==> src/trig_mon_cfg.svh <==
// constants for the trigger and analog monitor logic
`ifndef TRIG_MON_CFG_SVH
`define TRIG_MON_CFG_SVH

// geometry
`define NCH 8
`define SMP_W 12
`define NSAMP 5
`define NTH_W 8
`define COINC_W 3
`define NLVDS 16
`define SYNC_W 2

// clock and converter rates
`define CLK_HZ 200000000
`define DAC_HZ 100000000
`define DAC_DIV (`CLK_HZ / `DAC_HZ)
`define DIV_W 4
`define DAC_W 12
`define DAC_CODES 4096
`define DAC_MAX 12'hFFF
`define DAC_ZERO 12'h000

// analog monitor scaling, full scale is one volt
`define FS_UV 1000000
`define MAJ_STEP_UV 125000
`define BUF_STEP_NV 976000
`define MAJ_STEP ((`MAJ_STEP_UV * `DAC_CODES + `FS_UV / 2) / `FS_UV)
`define BUF_STEP ((`BUF_STEP_NV / 1000 * `DAC_CODES + `FS_UV / 2) / `FS_UV)
`define SAW_FREQ_MHZ 30518
`define SAW_DIV ((64'd1000 * `DAC_HZ + (64'd`SAW_FREQ_MHZ * `DAC_CODES) / 2) / (64'd`SAW_FREQ_MHZ * `DAC_CODES))
`define SAW_W 10

// monitor mode codes
`define MODE_W 3
`define MODE_MAJ 3'h0
`define MODE_TEST 3'h1
`define MODE_RSVD 3'h2
`define MODE_BUF 3'h3
`define MODE_LEVEL 3'h4

// lvds default map
`define LV_MEM_FULL 8
`define LV_EVT_RDY 9
`define LV_CH_TRIG 10
`define LV_RUN 11
`define LV_TTAG_RST 12
`define LV_MEM_CLR 13
`define LV_OUT_MASK 16'h0FFF

`endif

==> src/trig_mon_pkg.sv <==
// types and helpers shared by the trigger and monitor modules
`default_nettype none
`include "trig_mon_cfg.svh"
package trig_mon_pkg;
  typedef logic [`NSAMP-1:0][`SMP_W-1:0] grp_t;
  typedef logic [`SMP_W-1:0] smp_t;
  typedef logic [`NCH-1:0] chmask_t;
  typedef logic [3:0] chcnt_t;

  function automatic chcnt_t popcount(input chmask_t v);
    chcnt_t n;
    n = 4'h0;
    for (int k = 0; k < `NCH; k++)
    begin
      n = n + chcnt_t'(v[k]);
    end
    return n;
  endfunction
endpackage
`default_nettype wire

==> src/chan_trig_if.sv <==
// signals between the central trigger logic and one channel discriminator
`timescale 1ns/100ps
`default_nettype none
`include "trig_mon_cfg.svh"
interface chan_trig_if;
  trig_mon_pkg::grp_t grp;
  logic grp_valid;
  logic grp_five;
  trig_mon_pkg::smp_t thr;
  logic neg;
  logic [`NTH_W-1:0] nth;
  logic over;
  logic req;
  modport central (output grp, grp_valid, grp_five, thr, neg, nth, input over, req);
  modport chan (input grp, grp_valid, grp_five, thr, neg, nth, output over, req);
endinterface
`default_nettype wire

==> src/chan_discrim.sv <==
// one channel threshold discriminator with consecutive group count
`timescale 1ns/100ps
`default_nettype none
`include "trig_mon_cfg.svh"
module chan_discrim
(
  // clock and reset
  input wire logic i_clk,
  input wire logic i_nrst,
  // link to central logic
  chan_trig_if.chan ct
);
  logic [`NSAMP-1:0] smp_hi;
  logic [`NSAMP-1:0] smp_lo;
  logic [`NSAMP-1:0] smp_use;
  logic grp_hit;
  logic [`NTH_W-1:0] cnt_r;
  logic [`NTH_W-1:0] cnt_nxt;
  logic over_r;
  logic hit_r;
  logic hit_nxt;
  logic req_r;

  genvar s;
  generate
    for (s = 0; s < `NSAMP; s++)
    begin : g_smp
      assign smp_hi[s] = ct.grp[s] >= ct.thr;
      assign smp_lo[s] = ct.grp[s] < ct.thr;
      assign smp_use[s] = (s < `NSAMP - 1) || ct.grp_five;
    end
  endgenerate

  assign grp_hit = ct.neg ? |(smp_lo & smp_use) : |(smp_hi & smp_use);
  // saturate so a long pulse never wraps and re-fires
  assign cnt_nxt = !grp_hit ? '0 : ((&cnt_r) ? cnt_r : cnt_r + 1'b1);
  assign hit_nxt = grp_hit && (cnt_nxt >= ct.nth);

  always_ff @(posedge i_clk)
  begin
    if (!i_nrst)
    begin
      cnt_r <= '0;
      over_r <= 1'b0;
      hit_r <= 1'b0;
      req_r <= 1'b0;
    end
    else if (ct.grp_valid)
    begin
      cnt_r <= cnt_nxt;
      over_r <= grp_hit;
      hit_r <= hit_nxt;
      req_r <= hit_nxt && !hit_r;
    end
    else
    begin
      req_r <= 1'b0;
    end
  end

  assign ct.over = over_r;
  assign ct.req = req_r;
endmodule
`default_nettype wire

==> src/trig_mon_top.sv <==
// trigger merge, lvds front panel lines and analog monitor converter control
`timescale 1ns/100ps
`default_nettype none
`include "trig_mon_cfg.svh"
// Overview of operation
// - one global trigger pulse goes to all eight channels together
// - external trigger passes two flops; up to one clock of jitter
// - a host write to the trigger register raises a software trigger
// - channel requests after level crossed for programmed count of sample groups
// - threshold, direction and group count are per-channel settings
// - channel requests feed the central merge and default lvds lines 0-7, never start capture
// - three-bit coincidence level and eight-bit channel enable mask
// - a request counts only with enough other channels over in that cycle
// - global trigger is a one-clock pulse on the rise of the OR of enabled sources, clocked internally
// - trigger output is driven from its own selected sources
// - sixteen lvds lines with host-programmed function and direction
// - default lines 0-7 channel requests, 8-11 status outputs
// - default line 12 time-tag reset, 13 memory clear, both active low
// - twelve-bit monitor code updated at one hundred megahertz
// - monitor mode 0,1,3,4 select source; 2 reserved
// - majority mode gives 125 mV per channel over threshold
// - test mode gives a 1 V sawtooth at 30.518 Hz
// - occupancy mode gives 0.976 mV per filled buffer
// - level mode gives N/4096 volts from the host value
// - positive logic: any sample at or above threshold marks the group
// - negative logic: any sample strictly below threshold marks the group
// - memory clear pulse empties the output buffer
// - time-tag reset pulse restarts the event timestamp timer
module trig_mon_top
(
  // clock and reset
  input wire logic i_clk,
  input wire logic i_nrst,
  // trigger sources
  input wire logic i_ext_trig,
  input wire logic i_sw_trig_wr,
  input wire logic i_ext_en,
  input wire logic i_sw_en,
  input wire logic i_loc_en,
  // trigger output source select
  input wire logic i_out_ext_en,
  input wire logic i_out_sw_en,
  input wire logic i_out_loc_en,
  // channel samples and discriminator settings
  input wire trig_mon_pkg::grp_t [`NCH-1:0] i_grp_data,
  input wire logic i_grp_valid,
  input wire logic i_grp_five,
  input wire trig_mon_pkg::smp_t [`NCH-1:0] i_thr,
  input wire logic [`NCH-1:0] i_neg_logic,
  input wire logic [`NCH-1:0][`NTH_W-1:0] i_nth,
  input wire logic [`NCH-1:0] i_ch_mask,
  input wire logic [`COINC_W-1:0] i_coinc_lvl,
  // board status for the default lvds map
  input wire logic i_mem_full,
  input wire logic i_evt_ready,
  input wire logic i_run,
  // lvds lines
  input wire logic [`NLVDS-1:0] i_lvds_in,
  input wire logic i_lvds_prog,
  input wire logic [`NLVDS-1:0] i_lvds_user_out,
  input wire logic [`NLVDS-1:0] i_lvds_user_oe_n,
  output logic [`NLVDS-1:0] o_lvds_out,
  output logic [`NLVDS-1:0] o_lvds_oe_n,
  // monitor settings
  input wire logic [`MODE_W-1:0] i_mon_mode,
  input wire logic [`DAC_W-1:0] i_mon_level,
  input wire logic [`DAC_W-1:0] i_buf_count,
  // results
  output logic o_glob_trig,
  output logic o_trig_out,
  output logic o_ttag_rst,
  output logic o_mem_clr,
  output logic [`DAC_W-1:0] o_dac_code,
  output logic o_dac_load
);
  // ---------------- channel discriminators ----------------
  chan_trig_if ct [`NCH] ();
  trig_mon_pkg::chmask_t over_all;
  trig_mon_pkg::chmask_t req_all;
  trig_mon_pkg::chmask_t loc_ok;

  genvar c;
  generate
    for (c = 0; c < `NCH; c++)
    begin : g_ch
      trig_mon_pkg::chmask_t others;
      assign ct[c].grp = i_grp_data[c];
      assign ct[c].grp_valid = i_grp_valid;
      assign ct[c].grp_five = i_grp_five;
      assign ct[c].thr = i_thr[c];
      assign ct[c].neg = i_neg_logic[c];
      assign ct[c].nth = i_nth[c];
      assign over_all[c] = ct[c].over;
      assign req_all[c] = ct[c].req;
      assign others = ct[c].over ? (over_all & ~(trig_mon_pkg::chmask_t'(1) << c)) : over_all;
      // enabled channel only, and enough other channels over in the same cycle
      assign loc_ok[c] = req_all[c] && i_ch_mask[c]
        && (trig_mon_pkg::popcount(others) >= {1'b0, i_coinc_lvl});
      chan_discrim u_disc
      (
        .i_clk(i_clk),
        .i_nrst(i_nrst),
        .ct(ct[c])
      );
    end
  endgenerate

  // ---------------- synchronisers ----------------
  logic [`SYNC_W-1:0] ext_sync_r;
  logic [`NLVDS-1:0] lvds_s1_r;
  logic [`NLVDS-1:0] lvds_s2_r;
  logic [`NLVDS-1:0] lvds_s3_r;
  logic ext_s;

  always_ff @(posedge i_clk)
  begin
    if (!i_nrst)
    begin
      ext_sync_r <= '0;
      lvds_s1_r <= '1;
      lvds_s2_r <= '1;
      lvds_s3_r <= '1;
    end
    else
    begin
      ext_sync_r <= {ext_sync_r[0], i_ext_trig};
      lvds_s1_r <= i_lvds_in;
      lvds_s2_r <= lvds_s1_r;
      lvds_s3_r <= lvds_s2_r;
    end
  end

  assign ext_s = ext_sync_r[`SYNC_W-1];

  // ---------------- trigger merge ----------------
  logic loc_any;
  logic trig_src;
  logic out_src;
  logic src_prev_r;
  logic glob_r;
  logic trig_out_r;

  assign loc_any = |loc_ok;
  // a level on the external input must not fire more than once
  assign trig_src = (ext_s && i_ext_en) || (i_sw_trig_wr && i_sw_en) || (loc_any && i_loc_en);
  assign out_src = (ext_s && i_out_ext_en) || (i_sw_trig_wr && i_out_sw_en) || (loc_any && i_out_loc_en);

  always_ff @(posedge i_clk)
  begin
    if (!i_nrst)
    begin
      src_prev_r <= 1'b0;
      glob_r <= 1'b0;
      trig_out_r <= 1'b0;
    end
    else
    begin
      src_prev_r <= trig_src;
      glob_r <= trig_src && !src_prev_r;
      trig_out_r <= out_src;
    end
  end

  assign o_glob_trig = glob_r;
  assign o_trig_out = trig_out_r;

  // ---------------- lvds front panel ----------------
  logic [`NLVDS-1:0] dflt_out;
  logic [`NLVDS-1:0] dflt_oe_n;
  logic [`NLVDS-1:0] lv_out_r;
  logic [`NLVDS-1:0] lv_oe_n_r;
  logic ttag_fall;
  logic clr_fall;
  logic ttag_r;
  logic clr_r;

  assign dflt_out = {4'h0, i_run, loc_any, i_evt_ready, i_mem_full, req_all};
  assign dflt_oe_n = ~`LV_OUT_MASK;
  assign ttag_fall = !i_lvds_prog && lvds_s3_r[`LV_TTAG_RST] && !lvds_s2_r[`LV_TTAG_RST];
  assign clr_fall = !i_lvds_prog && lvds_s3_r[`LV_MEM_CLR] && !lvds_s2_r[`LV_MEM_CLR];

  always_ff @(posedge i_clk)
  begin
    if (!i_nrst)
    begin
      lv_out_r <= '0;
      lv_oe_n_r <= '1;
      ttag_r <= 1'b0;
      clr_r <= 1'b0;
    end
    else
    begin
      lv_out_r <= i_lvds_prog ? i_lvds_user_out : dflt_out;
      lv_oe_n_r <= i_lvds_prog ? i_lvds_user_oe_n : dflt_oe_n;
      ttag_r <= ttag_fall;
      clr_r <= clr_fall;
    end
  end

  assign o_lvds_out = lv_out_r;
  assign o_lvds_oe_n = lv_oe_n_r;
  assign o_ttag_rst = ttag_r;
  assign o_mem_clr = clr_r;

  // ---------------- analog monitor ----------------
  logic [`DIV_W-1:0] div_r;
  logic dac_stb;
  logic [`SAW_W-1:0] saw_pre_r;
  logic [`DAC_W-1:0] saw_r;
  logic saw_step;
  logic [`DAC_W+3:0] maj_full;
  logic [`DAC_W+2:0] buf_full;
  logic [`DAC_W-1:0] maj_code;
  logic [`DAC_W-1:0] buf_code;
  logic [`DAC_W-1:0] mon_sel;
  logic [`DAC_W-1:0] dac_r;
  logic load_r;

  // codes past full scale stick at the top instead of wrapping
  function automatic logic [`DAC_W-1:0] clip_code(input logic [`DAC_W+3:0] v);
    return (v > (`DAC_W+4)'(`DAC_MAX)) ? `DAC_MAX : v[`DAC_W-1:0];
  endfunction

  assign dac_stb = (div_r == `DIV_W'(`DAC_DIV - 1));
  assign saw_step = dac_stb && (saw_pre_r == `SAW_W'(`SAW_DIV - 1));
  assign maj_full = (`DAC_W+4)'(trig_mon_pkg::popcount(over_all)) * (`DAC_W+4)'(`MAJ_STEP);
  // eight channels would need one code past full scale, so clip
  assign maj_code = clip_code(maj_full);
  assign buf_full = (`DAC_W+3)'(i_buf_count) * (`DAC_W+3)'(`BUF_STEP);
  assign buf_code = clip_code({1'b0, buf_full});
  assign mon_sel = (i_mon_mode == `MODE_MAJ) ? maj_code :
                   (i_mon_mode == `MODE_TEST) ? saw_r :
                   (i_mon_mode == `MODE_BUF) ? buf_code :
                   (i_mon_mode == `MODE_LEVEL) ? i_mon_level : `DAC_ZERO;

  always_ff @(posedge i_clk)
  begin
    if (!i_nrst)
    begin
      div_r <= '0;
      saw_pre_r <= '0;
      saw_r <= `DAC_ZERO;
      dac_r <= `DAC_ZERO;
      load_r <= 1'b0;
    end
    else
    begin
      div_r <= dac_stb ? '0 : div_r + 1'b1;
      if (dac_stb)
      begin
        saw_pre_r <= saw_step ? '0 : saw_pre_r + 1'b1;
      end
      if (saw_step)
      begin
        saw_r <= saw_r + 1'b1;
      end
      if (dac_stb)
      begin
        dac_r <= mon_sel;
      end
      load_r <= dac_stb;
    end
  end

  assign o_dac_code = dac_r;
  assign o_dac_load = load_r;
endmodule
`default_nettype wire

==> config.mk <==
export PLATFORM = sky130hd
export DESIGN_NAME = trig_mon_top
export DESIGN_NICKNAME = d
export VERILOG_FILES = /design/src/trig_mon_pkg.sv /design/src/chan_trig_if.sv /design/src/chan_discrim.sv /design/src/trig_mon_top.sv
export VERILOG_INCLUDE_DIRS = /design/src
export SDC_FILE = /design/constraint.sdc
export NUM_CORES = 1
export LEC_CHECK = 0
export BUFFER_PORTS_ARGS = -buffer_cell sky130_fd_sc_hd__buf_2
export CAP_MARGIN = 25
export CORE_AREA = 2 2 307 309
export DETAILED_ROUTE_END_ITERATION = 7
export DIE_AREA = 0 0 309 311
export GPL_TIMING_DRIVEN = 0
export SYNTH_ARGS = -nofsm -noshare
export SYNTH_HDL_FRONTEND = slang
export SYNTH_HIERARCHICAL = 1
export SYNTH_SLANG_ARGS = --single-unit
==> constraint.sdc <==
create_clock -name i_clk -period 7 [get_ports i_clk]
set_input_delay 0 -clock i_clk [delete_from_list [all_inputs] [get_ports i_clk]]
set_output_delay 0 -clock i_clk [all_outputs]
set_load 0.1 [all_outputs]
==> results of run 1 <==
==> per-layer routing <==
| layer | GRT usage | up-vias | share of wire |
|---|---|---|---|
| met4 | 0.0742 | 20 | 0.037 |
| met3 | 0.0355 | 159 | 0.058 |
| met5 | 0 | - | 0.0014 |
| met2 | 0.286 | 660 | 0.47 |
| met1 | 0.200 | 10700 | 0.43 |
| li1 | - | 12100 | - |
==> worst max-delay path by stage <==
| stage | end | cells past startpoint |
|---|---|---|
| 2_1_floorplan | o_glob_trig | 11 |
| 3_3_place_gp | o_glob_trig | 15 |
| 3_5_place_dp | o_glob_trig | 14 |
| 4_1_cts | o_glob_trig | 15 |
| 5_1_grt | o_glob_trig | 16 |
| 6_report | o_glob_trig | 16 |
==> sequential cells by signal (all words and copies together) (netlist names), 4 cells and up <==
| name | count |
|---|---|
| o_lvds_out | 16 |
| o_dac_code | 12 |
| div_r | 4 |
| o_lvds_oe_n | 16 |
| g_ch.u_disc/cnt_r | 64 |
| g_ch.u_disc/hit_r | 8 |
| g_ch.u_disc/ct.over | 8 |
| g_ch.u_disc/ct.req | 8 |
| saw_pre_r | 10 |
| saw_r | 12 |
==> power by group through the flow <==
stage,sequential (mW),combinational [mW],clock [mW]
2_1_floorplan,1.20,0.939,0
3_3_place_gp,1.08,1.58,0
3_5_place_dp,1.08,1.61,0
4_1_cts,1.05,1.65,1.10
5_1_grt,1.06,1.86,1.12
6_report,1.05,1.64,1.04
==> per-stage QoR <==
step                       util  total power [mW]  std cells  hold slack [ns]
after detailed placement  0.307              2.69       4794            0.184
after global routing      0.320              4.05       4898           0.0392
after CTS                 0.319              3.80       4876           0.0188
after global placement    0.307              2.66       4792            0.182
final                     0.320              3.74       4902           0.0688
after floorplan               -              2.14       2756            0.101
==> cell type report <==
class	instances	share of cell area
Sequential cell	172	0.116
Tap cell	1254	0.0529
Clock inverter	13	0.00586
Multi-Input combinational cell	2278	0.616
Antenna cell	26	0.00219
Clock buffer	19	0.0149
Inverter	251	0.0317
Timing Repair Buffer	834	0.150
Buffer	55	0.0107
==> synth_stat cells, drive strengths merged (45+ instances only) <==
library cell	n
and3	64
ha	601
nor3	70
o211ai	88
a21o	56
nand3	142
dfxtp	172
nor2	142
nand4	135
nand2	182
a21oi	256
nor2b	73
inv	251
o21ai	45
==> critical path, stage by stage, from the launching register on <==
cell and delay (ns):
dfxtp_1 0.46, fa_1 0.62, inv_1 0.06, fa_1 0.47, inv_1 0.05, fa_1 0.37, inv_1 0.08, fa_1 0.40
inv_1 0.06, ha_1 0.21, o21ai_0 0.13, a21oi_1 0.05, o311ai_0 0.53, nand4_1 0.27, nor4_2 0.61, a311oi_1 0.19
dlygate4sd3_1 0.60
==> kinds of logic (layout without fill, tap and decap cells) <==
kind of cell | count (synthesis) | in the layout | synth area share
compound gates | 656 | 656 | 0.200
xor+xnor | 45 | 45 | 0.0198
fa+ha+maj | 620 | 620 | 0.344
buf+inv | 306 | 1172 | 0.0548
flops | 172 | 172 | 0.150
mux | 14 | 14 | 0.00632
other cells | 0 | 26 | 0
simple gates | 943 | 943 | 0.226
==> timing repair <==
action,4_1_cts,5_1_grt
endpoints found under the hold margin,41,0
hold buffers,50,0
resized for setup,0,0
==> metrics, run 1 <==
Synth Net Count=just over 4,000; Vias=between 20,000 and 25,000; Pre-antenna DRT Iters=6; Final Skew=slightly above 0.02 ns; commonest non-fill, non-tap cell in the layout=buf_2; #FFs+latches synth=about 170; H-Tree Depth=4; worst slew pin tran=around 1 ns; Skew-Pair Late Insertion Delay=0.49 ns; status=completed; GRT overflow=0; Final ANT Viol Nets=0; Setup WS pre-CTS=2.27 ns; Pleak=around 15 nW; mean number of vias per cell=~4.8; critical path required time=7.36 ns; antenna violations before repair=38; crit path kind=reg2reg; Die Y=roughly 310 um; Final Hold Viols=0; power per standard cell area=about 130 nW/um^2; Syn Inst Count=around 2,800; Worst-path clk slew=~0.070 ns; post-DP HPWL=a little over 70,000 um; WL/cell=roughly 17 um; DRC=0; CTS root buf=clkbuf_16; Hold Startpoint=i_buf_count[0]; Worst R2R Start=g_ch[0].u_disc/ct.over; syn avg cell area=around 8.3 um^2; # clock sinks=between 150 and 200; Gate power share=0.439; postcts setup bufs=0; FF-to-FF path depth=16; core area=about 93,000 um^2; first-pass GRT wire length=126,000 um; Port Buf Inserts=782; Detailed Route WL=between 80,000 and 90,000 um; Post-synth ARST share=0; CTS tree=yes; CP Max Fanout=4; FF-to-FF End=o_glob_trig; final worst setup slack=between 1.5 and 2 ns; Std-Cell Rows=112; area leader, netlist=ha_1; CP Data Arrival Time=roughly 5.6 ns; Max Fclk=190 MHz; fin crit share=0.753; Max Transition Viols Final=0; share of layout cells above drive strength 1=0.256; TNS Setup=0 ns; ranking of synthesized cells by area=ha_1 (33%), dfxtp_1 (15%), a21oi_1 (5.4%); Synth Cell Area=around 23,000 um^2; crit path launch type=flip-flop; Tot GR Track Use=0.167; Register Area=roughly 3400 um^2; post-route cell area=about 30,000 um^2; Cell variety after synth=approximately 80; worst hold stages=4; Reg2Reg Setup Slack=roughly 1.7 ns; yosys synthesis warning count=6; vias in the first global route=~23,000; DRT iter0 DRCs=~1,200; initial core utilization=0.248; Seq pwr share=0.282; net switching power=about 1.5 mW; CP Launch Point=g_ch[0].u_disc/ct.over; Int Pwr=approximately 2.3 mW; multi-input logic area=roughly 18,000 um^2; placed standard-cell area=28,500 um^2; Post-synth EDFFs=0; switch share=0.394; top_reg_cell synth=dfxtp_1; type of destination of the critical path=flip-flop; sequential share of the synthesized area=0.150; RSZ-0062 raised after global routing=no; Worst Hold Class=in2reg; relative slew slack=0.337; clock power share=0.279; hold endpoint=o_dac_code[2]; RD Place Congestion=between 0.9 and 1; most frequent cells in the layout=buf_2 (787), ha_1 (601), inv_1 (251); Net count, final=4,979; fillers=roughly 10,000; Die W=309 um; io pins=799; Area Growth Syn to Fin=29.2%; Tmin final=roughly 5.3 ns; final setup vio count=0; Yosys top cell area share=0.327; CTS max path bufs=2; Die Area=about 96,000 um^2; Max VDD drop=0.128 mV; CTS Buf Count=17; largest net degree at the start of global routing=37; max_cap viols=0
No activity file was read; power rests on OpenSTA's default activity.
==> run 2: changes to the inputs <==
--- a/config.mk
+++ b/config.mk
@@ -8,9 +8,9 @@
 export LEC_CHECK = 0
 export BUFFER_PORTS_ARGS = -buffer_cell sky130_fd_sc_hd__buf_2
 export CAP_MARGIN = 25
-export CORE_AREA = 2 2 307 309
+export CORE_AREA = 2 2 315 317
 export DETAILED_ROUTE_END_ITERATION = 7
-export DIE_AREA = 0 0 309 311
+export DIE_AREA = 0 0 317 319
 export GPL_TIMING_DRIVEN = 0
 export SYNTH_ARGS = -nofsm -noshare
 export SYNTH_HDL_FRONTEND = slang
==> constraint.sdc (replaced) <==
create_clock -name i_clk -period 4.4 [get_ports i_clk]
set_input_delay 0 -clock i_clk [delete_from_list [all_inputs] [get_ports i_clk]]
set_output_delay 0 -clock i_clk [all_outputs]
set_load 0.1 [all_outputs]
==> metrics, run 2 (synthesis gave the netlist of run 1 again) <==
status=completed; final worst setup slack=0.217 ns; core area=~98,000 um^2; GRT overflow=0; Largest Register=g_ch.u_disc/cnt_r; Final Skew=between 0.01 and 0.015 ns; CTS tree=yes; Final Hold Viols=0; relative slew slack=0.358; Die W=~320 um; Hold Startpoint=i_lvds_prog; io pins=about 800; Worst Hold Class=in2reg; commonest non-fill, non-tap cell in the layout=buf_2; CTS Buf Count=17; Vias=roughly 24,000; placed standard-cell area=roughly 29,000 um^2; H-Tree Depth=4; share of layout cells above drive strength 1=0.258; Max VDD drop=0.217 mV; Tmin final=between 4 and 5 ns; fin crit share=0.951; Skew-Pair Late Insertion Delay=0.49 ns; Detailed Route WL=84,000 um; Pre-antenna DRT Iters=5; most frequent cells in the layout=buf_2 (786), ha_1 (601), inv_1 (251); Worst R2R Start=g_ch[0].u_disc/ct.over; initial core utilization=0.235; Port Buf Inserts=a little under 800; first-pass GRT wire length=approximately 130,000 um; Net count, final=~5,000; mean number of vias per cell=a little under 5; CP Max Fanout=4; CP Launch Point=g_ch[0].u_disc/ct.over; CTS root buf=clkbuf_16; Tot GR Track Use=0.161; Final Util=0.305; largest net degree at the start of global routing=37; fillers=10,500; # clock sinks=roughly 170; post-DP HPWL=just over 70,000 um; Std-Cell Rows=about 120; post-route cell area=slightly below 30,000 um^2; max_cap viols=0; crit path kind=reg2reg; Setup WS pre-CTS=-0.760 ns; Worst-path clk slew=about 0.09 ns; Die Y=~320 um; Max Fclk=approximately 240 MHz; antenna violations before repair=37; Pleak=approximately 15 nW; DRC=0; vias in the first global route=23,500; Max Transition Viols Final=0; Area Growth Syn to Fin=29.7%; critical path required time=4.77 ns; RD Place Congestion=approximately 0.96; max reg flops=64; final setup vio count=0; WL/cell=around 17 um; DRT iter0 DRCs=a little over 1,000; CP Data Arrival Time=between 4 and 5 ns; Die Area=a little over 100,000 um^2; RSZ-0062 raised after global routing=no; power per standard cell area=around 200 nW/um^2; crit path launch type=flip-flop; worst slew pin tran=around 0.96 ns; Final ANT Viol Nets=0; type of destination of the critical path=flip-flop; CTS max path bufs=2
==> run 2: changes by cell type in the layout (fill, tap and decap cells not counted), sizes merged <==
cell / before / now
buf: 803 / 805
bufinv: 2 / 0
clkbuf: 55 / 53
clkinv: 3 / 7
clkinvlp: 2 / 0
diode: 26 / 22
dlygate4sd3: 50 / 52
inv: 257 / 259
==> run 2: final timing paths <==
kind / endpoint / slack, ns / cells after the start
worst max-delay path: o_glob_trig / 0.22 / 15
worst min register to register: lvds_s2_r[12] / 0.41 / 1
worst max register to register: o_glob_trig / 0.22 / 15
worst min-delay path: o_lvds_out[0] / 0.07 / 3
==> run 2: what timing repair did <==
action	CTS	global route
setup buffers	1	1
endpoints found under the hold margin	41	0
endpoints found under the setup margin	4	4
pin swaps	1	1
resized for setup	5	4
hold buffers	52	0
==> run 2: cell type report <==
cell class              instances  area, um^2  area share
multi-input cells            2278       18300       0.614
diodes                         22        55.1     0.00185
inverters                     251         942      0.0316
plain buffers                  55         318      0.0107
repair buffers                838        4500       0.151
clock inverters                15         206     0.00693
flip-flops and latches        172        3450       0.116
well taps                    1287        1610      0.0540
clock buffers                  17         425      0.0143
==> run 2: metrics by stage <==
step | TNS (ns) | instances | hold slack, ns | power, mW
finish | 0 | 4935 | 0.0695 | 5.95
global route | 0 | 4934 | 0.0929 | 6.45
CTS | 0 | 4912 | 0.0118 | 6.04
detailed placement | -2.88 | 4827 | 0.184 | 4.28
global placement | -2.69 | 4825 | 0.183 | 4.23
floorplan | 0 | 2756 | 0.101 | 3.41
==> run 2: layer usage <==
metal  part of all wire  vias to the layer above  GRT usage
met5             0.0016                        -          0
met4              0.032                       18     0.0652
met3              0.065                      145     0.0402
met2               0.47                      696      0.270
met1               0.43                    10800      0.195
li1                   -                    12100          -
==> run 2: critical path, stage by stage (launching register included) <==
cell and delay [ns]:
dfxtp_2 0.47, ha_1 0.29, inv_1 0.08, fa_1 0.42, fa_1 0.50, inv_1 0.05
ha_1 0.20, fa_1 0.46, ha_1 0.28, o21ai_0 0.14, a21oi_1 0.06, o311ai_0 0.32
nand4_1 0.29, nor4_4 0.21, buf_4 0.19, a311oi_1 0.10
==> run 2: where the power goes <==
part	internal, mW	total, mW	switching [mW]
logic	1.12	2.63	1.51
clock network	0.786	1.64	0.857
registers	1.62	1.68	0.0587
==> run 3: changes to the inputs <==
--- a/config.mk
+++ b/config.mk
@@ -12,6 +12,7 @@
 export DETAILED_ROUTE_END_ITERATION = 7
 export DIE_AREA = 0 0 317 319
 export GPL_TIMING_DRIVEN = 0
+export REMOVE_ABC_BUFFERS = 1
 export SYNTH_ARGS = -nofsm -noshare
 export SYNTH_HDL_FRONTEND = slang
 export SYNTH_HIERARCHICAL = 1
==> metrics, run 3 (synthesis gave the netlist of run 1 again) <==
post-route cell area=about 30,000 um^2; Detailed Route WL=84,600 um; max_cap viols=0; # clock sinks=roughly 170; status=completed; power per standard cell area=between 150 and 200 nW/um^2; met3 usage=0.0342; critical path, cell by cell=ha_1 -> inv_1 -> fa_1 -> fa_1 -> inv_1 -> ha_1 -> fa_1 -> xor2_1 -> ha_1 -> o21ai_0 -> a21oi_1 -> o311ai_0 -> nand4_1 -> nor4_4 -> buf_4 -> a311oi_1; GRT met2 Usage=0.282; Die W=~320 um; Net count, final=between 4,000 and 5,000; Int Pwr=about 3.5 mW; Tmin final=between 4 and 5 ns; CTS root buf=clkbuf_16; Max Transition Viols Final=0; critical path required time=around 4.8 ns; GRT overflow=0; CP Max Fanout=4; CTS tree=yes; relative slew slack=0.370; Pre-antenna DRT Iters=5; CP max stage cell=fa_1; final setup vio count=0; vias in the first global route=about 23,000; Die Y=319 um; largest net degree at the start of global routing=112; clock power share=0.272; Final ANT Viol Nets=0; type of destination of the critical path=flip-flop; fin crit share=0.948; Pleak=14.9 nW; H-Tree Depth=4; placed standard-cell area=28,300 um^2; GRT met1 Usage=0.194; mean number of vias per cell=between 4 and 5; Final Util=0.302; Final Skew=about 0.02 ns; CTS max path bufs=2; Worst path top cell family by delay=adder cells; Gate power share=0.443; Tot GR Track Use=0.161; Largest Register=g_ch.u_disc/cnt_r; Die Area=~100,000 um^2; core area=a little under 100,000 um^2; Worst-path clk slew=about 0.08 ns; crit path kind=reg2reg; DRT iter0 DRCs=1,083; most frequent cells in the layout=buf_2 (782), ha_1 (601), inv_1 (251); switch share=0.408; net switching power=2.40 mW; io pins=~800; worst slew pin tran=around 0.95 ns; RSZ-0062 raised after global routing=no; CP Data Arrival Time=about 4.5 ns; Area Growth Syn to Fin=28.5%; Crit path buffers/inverters=3; most used routing layer in global routing=met2; Max VDD drop=0.308 mV; Std-Cell Rows=roughly 120; Worst Hold Class=in2reg; antenna violations before repair=27; Final Hold Viols=0; max reg flops=64; post-DP HPWL=slightly above 70,000 um; commonest non-fill, non-tap cell in the layout=buf_2; Vias=about 24,000; Seq pwr share=0.285; CTS Buf Count=17; initial core utilization=0.235; crit-path max cell delay=a little under 0.5 ns; Max Fclk=~240 MHz; RD Place Congestion=0.904; crit path launch type=flip-flop; Port Buf Inserts=784; Skew-Pair Late Insertion Delay=0.49 ns; WL/cell=between 15 and 20 um; DRC=0; share of layout cells above drive strength 1=0.258; first-pass GRT wire length=~130,000 um
-- run 3: stage by stage --
stage	instances	worst slack [ns]	power [mW]	hold WS [ns]	setup TNS [ns]
after detailed placement	4774	-0.604	4.27	0.183	-2.77
after global routing	4875	0.00176	6.37	0.0489	0
after global placement	4772	-0.537	4.21	0.183	-2.66
after CTS	4861	0.0437	6.00	0.0106	0
final	4879	0.231	5.88	0.0514	0
after floorplan	2701	0.505	3.37	0.0619	0
-- run 3: final timing paths --
path / slack [ns] / depth (start not counted) / to / start
setup reg to reg: 0.23 / 16 / o_glob_trig / g_ch[0].u_disc/ct.over
hold / removal: 0.05 / 4 / o_dac_code[2] / i_buf_count[0]
setup / recovery: 0.23 / 16 / o_glob_trig / g_ch[0].u_disc/ct.over
hold reg to reg: 0.39 / 1 / o_glob_trig / src_prev_r
-- run 3: cell type report --
type / count / area [um^2]
Sequential cell: 172 / 3450
Antenna cell: 16 / 40.0
Fill cell: 10500 / 68200
Timing Repair Buffer: 843 / 4550
Tap cell: 1287 / 1610
Clock inverter: 14 / 170
Clock buffer: 18 / 429
Inverter: 251 / 942
Multi-Input combinational cell: 2278 / 18300
-- run 3: timing repair --
item | in CTS | in global routing
buffers inserted | 0 | 2
hold buffers | 55 | 0
resized for setup | 8 | 5
pin swaps | 1 | 2
gates cloned | 0 | 0
hold endpoints to repair | 73 | 0
setup endpoints to repair | 4 | 6
-- run 3: power groups by stage --
stage | logic (mW) | clock network, mW | registers (mW)
final | 2.61 | 1.60 | 1.68
after global routing | 2.96 | 1.73 | 1.69
after CTS | 2.62 | 1.70 | 1.68
after detailed placement | 2.56 | 0 | 1.71
after global placement | 2.50 | 0 | 1.71
after floorplan | 1.45 | 0 | 1.92
-- run 3: worst reg2reg max path: cells and delay by family (launching register included) --
family          cells  cell delay, ns
flops               1            0.40
fa+ha+maj           6            2.07
xor+xnor            1            0.16
compound gates      4            0.55
buf+inv             3            0.29
simple gates        2            0.58
-- run 3: per-layer routing --
metal | vias to the layer above | part of all wire
met4 | 20 | 0.024
met3 | 119 | 0.058
met5 | - | 0.0014
li1 | 12000 | -
met2 | 668 | 0.49
met1 | 10900 | 0.43
